<file path="src/dtc_defines.svh">
// Offsets, field positions, reset values and timing counts of the conversion controller.
`ifndef DTC_DEFINES_SVH
`define DTC_DEFINES_SVH
`define DTC_CLK_KHZ      40000
`define DTC_INTEG_MS     60
`define DTC_OFF_REMOTE   8'h00
`define DTC_OFF_LOCAL    8'h04
`define DTC_OFF_STATUS   8'h08
`define DTC_OFF_CONFIG   8'h0c
`define DTC_OFF_RATE     8'h10
`define DTC_OFF_ONESHOT  8'h14
`define DTC_OFF_LOC_HI   8'h18
`define DTC_OFF_LOC_LO   8'h1c
`define DTC_OFF_REM_HI   8'h20
`define DTC_OFF_REM_LO   8'h24
`define DTC_OFF_IRQ_ST   8'h28
`define DTC_OFF_IRQ_MASK 8'h2c
`define DTC_OFF_ADDR     8'h30
`define DTC_CFG_RUN_STOP 0
`define DTC_ST_BUSY      0
`define DTC_ST_LINK      1
`define DTC_ST_STANDBY   2
`define DTC_IRQ_DONE     0
`define DTC_IRQ_REM_HI   1
`define DTC_IRQ_REM_LO   2
`define DTC_IRQ_LOC_HI   3
`define DTC_IRQ_LOC_LO   4
`define DTC_IRQ_ABORT    5
`define DTC_HI_RST       8'h7f
`define DTC_LO_RST       8'hc9
`define DTC_RATE_RST     16'h03e8
`endif

</file>
<file path="src/dtc_pkg.sv">
// Types and shared arithmetic of the conversion controller.
package dtc_pkg;
  typedef enum logic [1:0] {conv_idle, conv_remote, conv_local} dtc_conv_state_t;

  // Signed compare of two's-complement temperatures.
  function automatic logic dtc_gt(input logic [7:0] a, input logic [7:0] b);
    return $signed(a) > $signed(b);
  endfunction
endpackage

</file>
<file path="src/dtc_conv_if.sv">
// Handshake between the sequencer and the integrating converter.
`timescale 1ns/1ps
interface dtc_conv_if;
  logic       start;
  logic       abort;
  logic       done;
  logic [7:0] sample;
  logic [7:0] result;
  modport ctrl (output start, output abort, output sample, input done, input result);
  modport adc  (input start, input abort, input sample, output done, output result);
endinterface

</file>
<file path="src/dtc_ctrl.sv">
// Two-channel temperature conversion controller with APB registers and alert output.
//
// How it works
// - Standby pin low stops; high operates.
// - Standby keeps results and thresholds.
// - Address straps captured once after power-up.
// - Alert pin only pulls low.
// - Serial data pin never driven; its enable is tied low.
// - Each result is eight bits.
// - Latch results and compare four thresholds in the same cycle.
// - Each channel integrates 60 ms.
// - Every conversion covers remote and local.
// - Both channels measured even if unused.
// - Start by command or auto timer.
// - Busy flag set during conversion.
// - Reads return previous completed results.
// - Standby during conversion aborts, keeps old values.
// - Results are signed degrees, one per bit.
// - Standby pin blocks one-shot command.
`timescale 1ns/1ps
`include "dtc_defines.svh"
module dtc_ctrl #(
  parameter int unsigned CYC_PER_MS = `DTC_CLK_KHZ,
  parameter logic [4:0]  ADDR_BASE  = 5'h00
) (
  input  wire logic        pclk,
  input  wire logic        presetn,
  input  wire logic        psel,
  input  wire logic        penable,
  input  wire logic        pwrite,
  input  wire logic [7:0]  paddr,
  input  wire logic [31:0] pwdata,
  output logic      [31:0] prdata,
  output logic             pready,
  output logic             pslverr,
  input  wire logic [7:0]  remote_sample,
  input  wire logic [7:0]  local_sample,
  input  wire logic        low_power_hold_n,
  input  wire logic        slave_id_strap_0,
  input  wire logic        slave_id_strap_1,
  input  wire logic        serial_clock_pin,
  input  wire logic        serial_data_pin_i,
  output logic             serial_data_pin_o,
  output logic             serial_data_pin_oe,
  output logic             alert_pin_o,
  output logic             alert_pin_oe,
  output logic             irq
);
  localparam int unsigned DIV_W = $clog2(CYC_PER_MS + 1);

  logic [4:0] pins_s;
  logic       hold_n_s;
  logic       strap0_s;
  logic       strap1_s;
  logic       sclk_s;
  logic       sda_s;

  dtc_conv_if cv ();

  dtc_sync #(.W(5)) u_sync (
    .pclk    (pclk),
    .presetn (presetn),
    .d       ({low_power_hold_n, slave_id_strap_1, slave_id_strap_0,
               serial_clock_pin, serial_data_pin_i}),
    .q       (pins_s)
  );

  assign {hold_n_s, strap1_s, strap0_s, sclk_s, sda_s} = pins_s;

  logic [DIV_W-1:0] ms_div;
  logic [DIV_W-1:0] next_ms_div;
  logic             ms_tick;

  assign ms_tick = (ms_div == DIV_W'(CYC_PER_MS - 1));

  dtc_adc u_adc (
    .pclk    (pclk),
    .presetn (presetn),
    .ms_tick (ms_tick),
    .cv      (cv)
  );

  dtc_pkg::dtc_conv_state_t state;
  dtc_pkg::dtc_conv_state_t next_state;

  logic [7:0]  remote_temp;
  logic [7:0]  next_remote_temp;
  logic [7:0]  local_temp;
  logic [7:0]  next_local_temp;
  logic [7:0]  remote_hold;
  logic [7:0]  next_remote_hold;
  logic [7:0]  loc_hi;
  logic [7:0]  next_loc_hi;
  logic [7:0]  loc_lo;
  logic [7:0]  next_loc_lo;
  logic [7:0]  rem_hi;
  logic [7:0]  next_rem_hi;
  logic [7:0]  rem_lo;
  logic [7:0]  next_rem_lo;
  logic        run_stop;
  logic        next_run_stop;
  logic [15:0] rate;
  logic [15:0] next_rate;
  logic [15:0] auto_cnt;
  logic [15:0] next_auto_cnt;
  logic [5:0]  irq_st;
  logic [5:0]  next_irq_st;
  logic [5:0]  irq_mask;
  logic [5:0]  next_irq_mask;
  logic [1:0]  strap_wait;
  logic [1:0]  next_strap_wait;
  logic [1:0]  strap;
  logic [1:0]  next_strap;
  logic        sda_prev;
  logic        link_active;
  logic        next_link_active;

  logic wr;
  logic rd;
  logic oneshot_wr;
  logic stop_wr;
  logic auto_fire;
  logic busy;
  logic [5:0] irq_set;
  logic [31:0] next_prdata;

  function automatic logic is_mapped(input logic [7:0] a);
    case (a)
      `DTC_OFF_REMOTE, `DTC_OFF_LOCAL, `DTC_OFF_STATUS, `DTC_OFF_CONFIG,
      `DTC_OFF_RATE, `DTC_OFF_ONESHOT, `DTC_OFF_LOC_HI, `DTC_OFF_LOC_LO,
      `DTC_OFF_REM_HI, `DTC_OFF_REM_LO, `DTC_OFF_IRQ_ST, `DTC_OFF_IRQ_MASK,
      `DTC_OFF_ADDR: is_mapped = 1'b1;
      default:       is_mapped = 1'b0;
    endcase
  endfunction

  assign wr         = psel && penable && pwrite && is_mapped(paddr);
  assign rd         = psel && penable && !pwrite && is_mapped(paddr);
  assign pready     = 1'b1;
  assign pslverr    = psel && penable && !is_mapped(paddr);
  assign oneshot_wr = wr && (paddr == `DTC_OFF_ONESHOT);
  assign stop_wr    = wr && (paddr == `DTC_OFF_CONFIG) && pwdata[`DTC_CFG_RUN_STOP];
  assign busy       = (state != dtc_pkg::conv_idle);

  // Auto timer fires only in operate mode with software run selected; its count advances whenever idle.
  assign auto_fire = !busy && hold_n_s && !run_stop && ms_tick && (auto_cnt >= rate);

  assign cv.sample = (state == dtc_pkg::conv_local) ? local_sample : remote_sample;
  assign cv.abort  = busy && (!hold_n_s || stop_wr);

  // Conversion sequencer: remote first, then local, results latched together.
  always_comb begin
    next_state       = state;
    next_remote_temp = remote_temp;
    next_local_temp  = local_temp;
    next_remote_hold = remote_hold;
    next_auto_cnt    = auto_cnt;
    cv.start         = 1'b0;
    irq_set          = '0;
    if (!busy && ms_tick) begin
      next_auto_cnt = auto_fire ? 16'h0000 : auto_cnt + 16'h0001;
    end
    case (state)
      dtc_pkg::conv_idle: begin
        if ((oneshot_wr || auto_fire) && hold_n_s) begin
          next_state = dtc_pkg::conv_remote;
          cv.start   = 1'b1;
        end
      end
      dtc_pkg::conv_remote: begin
        if (cv.abort) begin
          next_state             = dtc_pkg::conv_idle;
          irq_set[`DTC_IRQ_ABORT] = 1'b1;
        end else if (cv.done) begin
          next_remote_hold = cv.result;
          next_state       = dtc_pkg::conv_local;
          cv.start         = 1'b1;
        end
      end
      dtc_pkg::conv_local: begin
        if (cv.abort) begin
          next_state             = dtc_pkg::conv_idle;
          irq_set[`DTC_IRQ_ABORT] = 1'b1;
        end else if (cv.done) begin
          next_remote_temp = remote_hold;
          next_local_temp  = cv.result;
          next_state       = dtc_pkg::conv_idle;
          next_auto_cnt    = 16'h0000;
          irq_set[`DTC_IRQ_DONE]   = 1'b1;
          irq_set[`DTC_IRQ_REM_HI] = dtc_pkg::dtc_gt(remote_hold, rem_hi);
          irq_set[`DTC_IRQ_REM_LO] = dtc_pkg::dtc_gt(rem_lo, remote_hold);
          irq_set[`DTC_IRQ_LOC_HI] = dtc_pkg::dtc_gt(cv.result, loc_hi);
          irq_set[`DTC_IRQ_LOC_LO] = dtc_pkg::dtc_gt(loc_lo, cv.result);
        end
      end
      default: next_state = dtc_pkg::conv_idle;
    endcase
  end

  // Register writes, read-to-clear status, strap capture and link watch.
  always_comb begin
    next_ms_div      = ms_tick ? '0 : ms_div + DIV_W'(1);
    next_loc_hi      = loc_hi;
    next_loc_lo      = loc_lo;
    next_rem_hi      = rem_hi;
    next_rem_lo      = rem_lo;
    next_run_stop    = run_stop;
    next_rate        = rate;
    next_irq_mask    = irq_mask;
    next_irq_st      = irq_st;
    next_strap_wait  = strap_wait;
    next_strap       = strap;
    next_link_active = link_active;
    if (wr) begin
      case (paddr)
        `DTC_OFF_CONFIG:   next_run_stop = pwdata[`DTC_CFG_RUN_STOP];
        `DTC_OFF_RATE:     next_rate     = pwdata[15:0];
        `DTC_OFF_LOC_HI:   next_loc_hi   = pwdata[7:0];
        `DTC_OFF_LOC_LO:   next_loc_lo   = pwdata[7:0];
        `DTC_OFF_REM_HI:   next_rem_hi   = pwdata[7:0];
        `DTC_OFF_REM_LO:   next_rem_lo   = pwdata[7:0];
        `DTC_OFF_IRQ_MASK: next_irq_mask = pwdata[5:0];
        default:           next_irq_mask = irq_mask;
      endcase
    end
    // Only the bits that the read showed are cleared, so a later event survives.
    if (rd && (paddr == `DTC_OFF_IRQ_ST)) begin
      next_irq_st = irq_st & ~prdata[5:0];
    end
    next_irq_st = next_irq_st | irq_set;
    // Straps settle through the synchroniser before the single capture.
    if (strap_wait != 2'd3) begin
      next_strap_wait = strap_wait + 2'd1;
      if (strap_wait == 2'd2) begin
        next_strap = {strap1_s, strap0_s};
      end
    end
    if (sclk_s && sda_prev && !sda_s) begin
      next_link_active = 1'b1;
    end else if (sclk_s && !sda_prev && sda_s) begin
      next_link_active = 1'b0;
    end
  end

  always_ff @(posedge pclk or negedge presetn) begin
    if (!presetn) begin
      state       <= dtc_pkg::conv_idle;
      remote_temp <= 8'h00;
      local_temp  <= 8'h00;
      remote_hold <= 8'h00;
      loc_hi      <= `DTC_HI_RST;
      loc_lo      <= `DTC_LO_RST;
      rem_hi      <= `DTC_HI_RST;
      rem_lo      <= `DTC_LO_RST;
      run_stop    <= 1'b0;
      rate        <= `DTC_RATE_RST;
      auto_cnt    <= 16'h0000;
      irq_st      <= 6'h00;
      irq_mask    <= 6'h00;
      strap_wait  <= 2'd0;
      strap       <= 2'd0;
      sda_prev    <= 1'b1;
      link_active <= 1'b0;
      ms_div      <= '0;
      prdata      <= 32'h0000_0000;
    end else begin
      state       <= next_state;
      remote_temp <= next_remote_temp;
      local_temp  <= next_local_temp;
      remote_hold <= next_remote_hold;
      loc_hi      <= next_loc_hi;
      loc_lo      <= next_loc_lo;
      rem_hi      <= next_rem_hi;
      rem_lo      <= next_rem_lo;
      run_stop    <= next_run_stop;
      rate        <= next_rate;
      auto_cnt    <= next_auto_cnt;
      irq_st      <= next_irq_st;
      irq_mask    <= next_irq_mask;
      strap_wait  <= next_strap_wait;
      strap       <= next_strap;
      sda_prev    <= sda_s;
      link_active <= next_link_active;
      ms_div      <= next_ms_div;
      prdata      <= next_prdata;
    end
  end

  // Read data is captured in the setup cycle, so the access phase shows a flip-flop.
  always_comb begin
    next_prdata = 32'h0000_0000;
    if (psel && !penable && !pwrite) begin
      case (paddr)
        `DTC_OFF_REMOTE:   next_prdata = {24'h000000, remote_temp};
        `DTC_OFF_LOCAL:    next_prdata = {24'h000000, local_temp};
        `DTC_OFF_STATUS:   next_prdata = {29'h0, !hold_n_s || run_stop, link_active, busy};
        `DTC_OFF_CONFIG:   next_prdata = {31'h0, run_stop};
        `DTC_OFF_RATE:     next_prdata = {16'h0000, rate};
        `DTC_OFF_LOC_HI:   next_prdata = {24'h000000, loc_hi};
        `DTC_OFF_LOC_LO:   next_prdata = {24'h000000, loc_lo};
        `DTC_OFF_REM_HI:   next_prdata = {24'h000000, rem_hi};
        `DTC_OFF_REM_LO:   next_prdata = {24'h000000, rem_lo};
        `DTC_OFF_IRQ_ST:   next_prdata = {26'h0, irq_st};
        `DTC_OFF_IRQ_MASK: next_prdata = {26'h0, irq_mask};
        `DTC_OFF_ADDR:     next_prdata = {25'h0, ADDR_BASE, strap};
        default:           next_prdata = 32'h0000_0000;
      endcase
    end
  end

  // Pins only ever pull low; byte framing on the serial bus sits outside this block.
  assign irq                = |(irq_st & irq_mask);
  assign alert_pin_o        = 1'b0;
  assign alert_pin_oe       = irq;
  assign serial_data_pin_o  = 1'b0;
  assign serial_data_pin_oe = 1'b0;
endmodule

</file>
<file path="src/dtc_sync.sv">
// Two-flop synchroniser for pin inputs.
`timescale 1ns/1ps
module dtc_sync #(
  parameter int W = 1
) (
  input  wire logic         pclk,
  input  wire logic         presetn,
  input  wire logic [W-1:0] d,
  output logic      [W-1:0] q
);
  logic [W-1:0] meta;

  always_ff @(posedge pclk or negedge presetn) begin
    if (!presetn) begin
      meta <= '0;
      q    <= '0;
    end else begin
      meta <= d;
      q    <= meta;
    end
  end
endmodule

</file>
<file path="src/dtc_adc.sv">
// Integrating converter timing: one channel per start, result after the integration period.
`timescale 1ns/1ps
`include "dtc_defines.svh"
module dtc_adc (
  input  wire logic pclk,
  input  wire logic presetn,
  input  wire logic ms_tick,
  dtc_conv_if.adc   cv
);
  localparam logic [6:0] INTEG_TICKS = 7'(`DTC_INTEG_MS);

  logic [6:0] cnt;
  logic [6:0] next_cnt;
  logic       run;
  logic       next_run;
  logic       done_q;
  logic       next_done;
  logic [7:0] res;
  logic [7:0] next_res;

  assign cv.done   = done_q;
  assign cv.result = res;

  // The millisecond tick is shared, so the first tick of a channel may come early by under 1 ms.
  always_comb begin
    next_cnt  = cnt;
    next_run  = run;
    next_done = 1'b0;
    next_res  = res;
    if (cv.abort) begin
      next_run = 1'b0;
      next_cnt = '0;
    end else if (cv.start) begin
      next_run = 1'b1;
      next_cnt = '0;
    end else if (run && ms_tick) begin
      if (cnt == INTEG_TICKS - 7'd1) begin
        next_run  = 1'b0;
        next_done = 1'b1;
        next_res  = cv.sample;
      end else begin
        next_cnt = cnt + 7'd1;
      end
    end
  end

  always_ff @(posedge pclk or negedge presetn) begin
    if (!presetn) begin
      cnt    <= '0;
      run    <= 1'b0;
      done_q <= 1'b0;
      res    <= '0;
    end else begin
      cnt    <= next_cnt;
      run    <= next_run;
      done_q <= next_done;
      res    <= next_res;
    end
  end
endmodule

</file>
<file path="config.mk">
export PLATFORM = sky130hd
export DESIGN_NAME = dtc_ctrl
export DESIGN_NICKNAME = d
export VERILOG_FILES = /design/src/dtc_pkg.sv /design/src/dtc_conv_if.sv /design/src/dtc_ctrl.sv /design/src/dtc_sync.sv /design/src/dtc_adc.sv
export VERILOG_INCLUDE_DIRS = /design/src /design/src/src
export SDC_FILE = /design/constraint.sdc
export NUM_CORES = 1
export LEC_CHECK = 0
export ABC_AREA = 1
export BUFFER_PORTS_ARGS = -buffer_cell sky130_fd_sc_hd__clkbuf_2
export CAP_MARGIN = 20
export CORE_MARGIN = 4
export CORE_UTILIZATION = 45
export DETAILED_ROUTE_END_ITERATION = 7
export PLACE_DENSITY_LB_ADDON = 0.12
export SLEW_MARGIN = 20
export SYNTH_ARGS = -nofsm -noshare
export SYNTH_HDL_FRONTEND = slang
export SYNTH_SLANG_ARGS = --single-unit
</file>
<file path="constraint.sdc">
create_clock -name pclk -period 3 [get_ports pclk]
set_input_delay 0.6 -clock pclk [delete_from_list [all_inputs] [get_ports pclk]]
set_output_delay 0.6 -clock pclk [all_outputs]
set_load 0.02 [all_outputs]
</file>
==> reports/qor.csv, run 1 <==
stage,metric,value,unit
die,core box area,20300,um2
logic_synthesis,Mapped Area,9290,um2
logic_synthesis,"EDFF count, synth",0,
critical_path,CP Class,flop to flop,
clocking,H-tree Lvls,4,
clocking,Worst-path clk slew,0.07,ns
timing,"Slew Viols, Final",0,
timing,setup tns final,0,ns
logic_synthesis,Synth cell types,51,
power_and_ir_drop,Max VDD drop,369,uV
drt,vias per cell,5.11,
placement,placed inst area,9900,um2
critical_path,crit path max fanout,16,
critical_path,"Largest delay share family, worst path",simple AND/OR/NAND/NOR gates,
logic_synthesis,synthesized flop and latch total,168,
timing,fmax,388,MHz
timing,Final setup viols,0,
die,Starting Density,0.458,
placement,pre-CTS WS,0.448,ns
logic_synthesis,Post-Synth Adder-Cell Area,0.0754,
grt,vias in the first global route,7026,
critical_path,Worst EP arrival,2.93,ns
grt,initial antenna violation count,0,
hold_path,min-delay worst type,input port to asynchronous set/reset pin,
finish,multi-input logic area,4180,um2
clocking,Max Root-Sink Buffers,2,
timing,worst-margin pin slew,0.682,ns
critical_path,cell mode on critical path,nand2_1,
logic_synthesis,post-synthesis compound-gate area fraction,0.140,
logic_synthesis,yosys warns,0,
grt,gr usage total,0.210,
timing,RSZ-0062 raised after global routing,false,
finish,register cell area after layout,4240,um2
drt,Avg WL per Cell,15.8,um
die,row cnt,52,
critical_path,CP Cell Sequence,"inv_1, ha_1, nand2_1, inv_1, nand2_1, nor2_1, nor2_1, nand2_1, nand2_1, nand2_1, nand2_1, nand2_2, nand3_4, nand3_4, nor2_8, nand2_1, o21ai_2",
power_and_ir_drop,PD cells,486,nW/um2
clocking,root buffer cell,clkbuf_16,
die,die area,23000,um2
logic_synthesis,"count leader, synth",nand2_1,
clocking,"Setup Fix Bufs, Post-CTS",0,
drt,drt first pass iters,5,
timing,final worst setup slack,0.420,ns
logic_synthesis,synth cell count leaders,"nand2_1 (250), inv_1 (174), dfrtp_1 (139)",
finish,Final nets,1315,
placement,Port Buffers,68,
clocking,clk_lat worst skew,0.43,ns
logic_synthesis,XOR/XNOR Fraction of Synth Area,0.0141,
finish,Ant. Diodes,0,
drt,violation count after the first detailed-route iteration,485,
grt,largest net degree at the start of global routing,66,
drt,drc violations,0,
finish,Fill cells,1950,
timing,Setup Skew,0.0149,ns
grt,first-pass GRT wire length,37500,um
timing,crit share post-route,0.860,
clocking,hold_buf cts,0,
logic_synthesis,post-synthesis mux area share,0,
finish,share of layout cells above drive strength 1,0.153,
finish,Area Growth Syn to Fin,13.0,%
logic_synthesis,Area contributors post-synth,"dfrtp_1 (37%), nand2_1 (10%), dfstp_2 (8.2%)",
die,Die Ht,152,um
finish,Finished Cell Area,10500,um2
clocking,cts repair resizes,0,
critical_path,"Req. time, crit path",3.35,ns
critical_path,Setup crit start kind,flop,
job,Max-cap violations,0,
timing,min Tclk post-route,2.58,ns
critical_path,slowest library cell on the worst path,dfstp_2,
power_and_ir_drop,Lkg Pwr,5.35,nW
die,io pins,105,
placement,Final HPWL DP,17800,um
logic_synthesis,post-synthesis simple-gate area fraction,0.213,
critical_path,CP Capture Type,flop,
logic_synthesis,asr flop ratio synth,1.00,
clocking,TritonCTS clock tree,yes,
timing,Final Hold Vio Count,0,
drt,ANT nets after route,0,
critical_path,crit-path max cell delay,0.54,ns
timing,Rel. slew slack,0.540,
critical_path,Buf/Inv on CP,2,
grt,GRT Residual Overflow,0,
logic_synthesis,Synth area leader,dfrtp_1,
drt,via count,7538,
drt,total wire length,23400,um
logic_synthesis,Synth top area share,0.374,
clocking,Num Clock Sinks,168,
die,die width,152,um
logic_synthesis,Mean Syn Cell Area,8.34,um2
logic_synthesis,top_reg_cell synth,dfrtp_1,
status,run status,finished clean,
logic_synthesis,register area share after synthesis,0.456,
logic_synthesis,gate count after technology mapping,1114,
logic_synthesis,main combinational cell family by area after synthesis,simple AND/OR/NAND/NOR gates,
clocking,cts bufs inserted,17,
placement,Final Wtd Congestion,0.863,
## cell type report
class                      instances  area share
sequential                       168       0.404
clock buffer                      18      0.0419
multi-input combinational        746       0.399
clock inverter                    14      0.0151
inverter                         178      0.0638
timing repair buffer              82      0.0442
tap                              270      0.0322
## registers in the layout (all words and copies together) (netlist names), 2 cells and up
signal / flops
u_sync.q: 5
ms_div: 16
rate: 16
rem_hi: 8
strap_wait: 2
state: 2
prdata: 16
rem_lo: 8
u_adc.cv.result: 8
remote_hold: 8
u_sync.meta: 5
u_adc.cnt: 7
auto_cnt: 16
loc_hi: 8
local_temp: 8
irq_mask: 6
loc_lo: 8
irq_st: 6
remote_temp: 8
strap: 2
## routing by layer
metal  part of all wire  up-vias  global-route usage
li1                   -     3774                   -
met1               0.50     3530               0.307
met2               0.43      209               0.326
met3              0.052       25              0.0339
met4              0.017        0              0.0575
met5                  0        -                   0
## per-stage QoR
stage | power [W] | cells | hold WS, ns | util
2_1_floorplan | 0.00273 | 1132 | 0.304 | -
3_3_place_gp | 0.00290 | 1444 | 0.334 | 0.487
3_5_place_dp | 0.00290 | 1444 | 0.337 | 0.487
4_1_cts | 0.00516 | 1476 | 0.182 | 0.517
5_1_grt | 0.00533 | 1476 | 0.195 | 0.517
6_report | 0.00510 | 1476 | 0.170 | 0.517
## cell families (layout without fill, tap and decap cells)
group	count (synthesis)	in the layout
fa+ha+maj	56	56
buf+inv	218	292
compound gates	222	222
xor+xnor	15	15
other cells	2	20
flops	168	168
simple gates	433	433
## power by group
part,internal [W],switching (W)
logic,0.000141,0.000366
clock network,0.00127,0.000969
registers,0.00231,0.0000394
## final timing paths
path                                   from                 end  slack, ns  depth (start not counted)
min reg2reg                  u_sync.meta[0]         u_sync.q[0]       0.35                          0
max                                 rate[5]  u_adc.cv.result[1]       0.42                         17
max reg2reg                         rate[5]  u_adc.cv.result[1]       0.42                         17
min in group pclk          low_power_hold_n      u_sync.meta[4]       0.28                          1
max in group asynchronous           presetn           loc_hi[5]       2.03                          2
min                                 presetn         u_sync.q[3]       0.17                          1
## cells in the final DEF (no fill, tap or decap), types with 2 or more instances in the layout
| master | Yosys | layout |
|---|---|---|
| a21oi_1 | 46 | 46 |
| a221oi_1 | 13 | 13 |
| a31oi_1 | 5 | 5 |
| buf_4 | 24 | 13 |
| bufinv_16 | 0 | 2 |
| clkbuf_16 | 0 | 17 |
| clkbuf_2 | 0 | 67 |
| clkinv_2 | 1 | 3 |
| clkinv_4 | 0 | 2 |
| conb_1 | 2 | 20 |
| dfrtp_1 | 139 | 139 |
| dfstp_2 | 29 | 29 |
| ha_1 | 56 | 56 |
| inv_1 | 174 | 174 |
| inv_2 | 2 | 2 |
| inv_6 | 0 | 6 |
| nand2_1 | 250 | 250 |
| nand2_2 | 7 | 7 |
| nand3_1 | 38 | 38 |
| nand3_2 | 5 | 5 |
| nand3_4 | 3 | 3 |
| nand3b_1 | 3 | 3 |
| nand4_1 | 17 | 17 |
| nor2_1 | 65 | 65 |
| nor2_2 | 4 | 4 |
| nor2_4 | 3 | 3 |
| nor3_1 | 22 | 22 |
| nor3_4 | 2 | 2 |
| nor3b_1 | 2 | 2 |
| nor4_1 | 7 | 7 |
| o21a_1 | 6 | 6 |
| o21ai_0 | 110 | 110 |
| o21ai_2 | 8 | 8 |
| o21bai_1 | 4 | 4 |
| o22ai_1 | 12 | 12 |
| o31ai_1 | 9 | 9 |
| xor2_1 | 14 | 14 |
## worst register-to-register path, stage by stage (launching register included)
cell and delay (ns):
dfstp_2 0.54, inv_1 0.08, ha_1 0.31, nand2_1 0.07, inv_1 0.04, nand2_1 0.08
nor2_1 0.05, nor2_1 0.10, nand2_1 0.06, nand2_1 0.05, nand2_1 0.08, nand2_1 0.19
nand2_2 0.12, nand3_4 0.15, nand3_4 0.12, nor2_8 0.27, nand2_1 0.14, o21ai_2 0.08
(Power assumes the default switching activity.)
==> run 2, diff against run 1 <==
Settings changed: BUFFER_PORTS_ARGS -buffer_cell sky130_fd_sc_hd__clkbuf_2 to not set, DONT_BUFFER_PORTS set to 1.
==> reports/qor.csv, run 2 (same netlist as run 1, synthesis figures left out) <==
stage,metric,value,unit
power_and_ir_drop,Lkg Pwr,5.06,nW
clocking,clk_lat worst skew,0.43,ns
timing,setup tns final,0,ns
placement,pre-CTS WS,0.457,ns
clocking,H-tree Lvls,4,
finish,share of layout cells above drive strength 1,0.100,
finish,fin util,0.500,
critical_path,launch point of the worst reg-to-reg path,rate[9],
clocking,root buffer cell,clkbuf_16,
critical_path,"Largest delay share family, worst path",simple AND/OR/NAND/NOR gates,
drt,ANT nets after route,0,
timing,Hold WS,-0.138,ns
critical_path,Worst EP arrival,2.89,ns
critical_path,cell mode on critical path,nand2_1,
clocking,TritonCTS clock tree,yes,
critical_path,slowest library cell on the worst path,dfstp_2,
grt,vias in the first global route,6872,
finish,Fill cells,1982,
placement,Final HPWL DP,17500,um
critical_path,Buf/Inv on CP,1,
critical_path,CP Cell Sequence,"inv_1, ha_1, a21oi_1, o21ai_0, a21oi_1, nand2_1, nand2_1, nand2_2, nand3_4, nand3_4, nor2_8, nand2_1, o21ai_2",
grt,initial antenna violation count,0,
clocking,cts bufs inserted,17,
clocking,Num Clock Sinks,168,
critical_path,Setup crit start kind,flop,
timing,crit share post-route,0.843,
timing,final worst setup slack,0.470,ns
finish,"commonest non-fill, non-tap cell in the layout",nand2_1,
timing,fmax,395,MHz
critical_path,CP Capture Type,flop,
critical_path,crit-path max cell delay,0.51,ns
finish,Final nets,1244,
drt,vias per cell,5.14,
clocking,Max Root-Sink Buffers,2,
timing,Final Hold Vio Count,139,
status,violated checks,hold timing,
critical_path,Reg2Reg Setup Slack,0.47,ns
critical_path,CP Class,flop to flop,
grt,first-pass GRT wire length,37300,um
placement,Port Buffers,0,
die,die area,23000,um2
power_and_ir_drop,PD cells,509,nW/um2
timing,Final setup viols,0,
drt,drc violations,0,
critical_path,r2r endpoint,u_adc.cv.result[1],
die,row cnt,52,
drt,Avg WL per Cell,16.8,um
drt,drt first pass iters,5,
die,io pins,105,
clocking,cts repair resizes,0,
timing,Setup Skew,0.0102,ns
drt,total wire length,23600,um
status,run status,"complete, but fails checks",
placement,Final Wtd Congestion,0.869,
finish,most frequent cells in the layout,"nand2_1 (250), inv_1 (174), dfrtp_1 (139)",
timing,RSZ-0062 raised after global routing,false,
timing,"Slew Viols, Final",0,
die,Starting Density,0.458,
grt,gr usage total,0.212,
critical_path,"Req. time, crit path",3.36,ns
clocking,"Setup Fix Bufs, Post-CTS",0,
critical_path,depth of the worst register-to-register path,13,
hold_path,min-delay worst type,input port to asynchronous set/reset pin,
die,core box area,20300,um2
die,die width,152,um
timing,Rel. slew slack,0.365,
timing,min Tclk post-route,2.53,ns
critical_path,crit path max fanout,16,
finish,Ant. Diodes,0,
critical_path,Crit. path cell count,13,
grt,largest net degree at the start of global routing,169,
clocking,Worst-path clk slew,0.07,ns
timing,worst-margin pin slew,0.970,ns
die,Die Ht,152,um
drt,violation count after the first detailed-route iteration,618,
finish,Area Growth Syn to Fin,9.27,%
job,Max-cap violations,0,
drt,via count,7224,
power_and_ir_drop,Max VDD drop,320,uV
grt,GRT Residual Overflow,0,
==> run 2: per-layer routing <==
| layer | GRT usage | share of wire |
|---|---|---|
| met1 | 0.308 | 0.49 |
| met2 | 0.326 | 0.44 |
| met3 | 0.0437 | 0.059 |
| met4 | 0.0553 | 0.015 |
| met5 | 0 | 0 |
==> run 2: layout make-up <==
cell class	count	area [um2]	area share
repair buffers	11	82.6	0.00814
well taps	270	338	0.0333
clock buffers	17	425	0.0419
flip-flops and latches	168	4240	0.418
multi-input cells	746	4180	0.412
inverters	178	669	0.0660
clock inverters	15	210	0.0207
==> run 2: how the worst max path moves through the flow <==
stage	startpoint	end	slack (ns)
2_1_floorplan	rate[7]	u_adc.cv.result[0]	0.84
3_5_place_dp	rate[9]	u_adc.cv.result[1]	0.46
6_report	rate[9]	u_adc.cv.result[1]	0.47
5_1_grt	rate[7]	u_adc.cv.result[0]	0.17
4_1_cts	rate[9]	u_adc.cv.result[1]	0.44
3_3_place_gp	rate[9]	u_adc.cv.result[0]	0.52
==> run 2: where the power goes <==
part	internal (W)	switching, W	leakage (nW)
clock network	0.00142	0.000990	0.317
registers	0.00231	0.0000420	2.09
logic	0.000113	0.000292	2.65
==> run 2: through the flow <==
| stage | cells | hold WS (ns) | power (W) | area (um2) |
|---|---|---|---|---|
| 6_report | 1405 | -0.138 | 0.00517 | 10100 |
| 5_1_grt | 1405 | -0.164 | 0.00538 | 10100 |
| 4_1_cts | 1405 | -0.155 | 0.00523 | 10100 |
| 3_5_place_dp | 1373 | 0.311 | 0.00280 | 9510 |
| 3_3_place_gp | 1373 | 0.311 | 0.00280 | 9510 |
| 2_1_floorplan | 1132 | 0.304 | 0.00273 | 9360 |
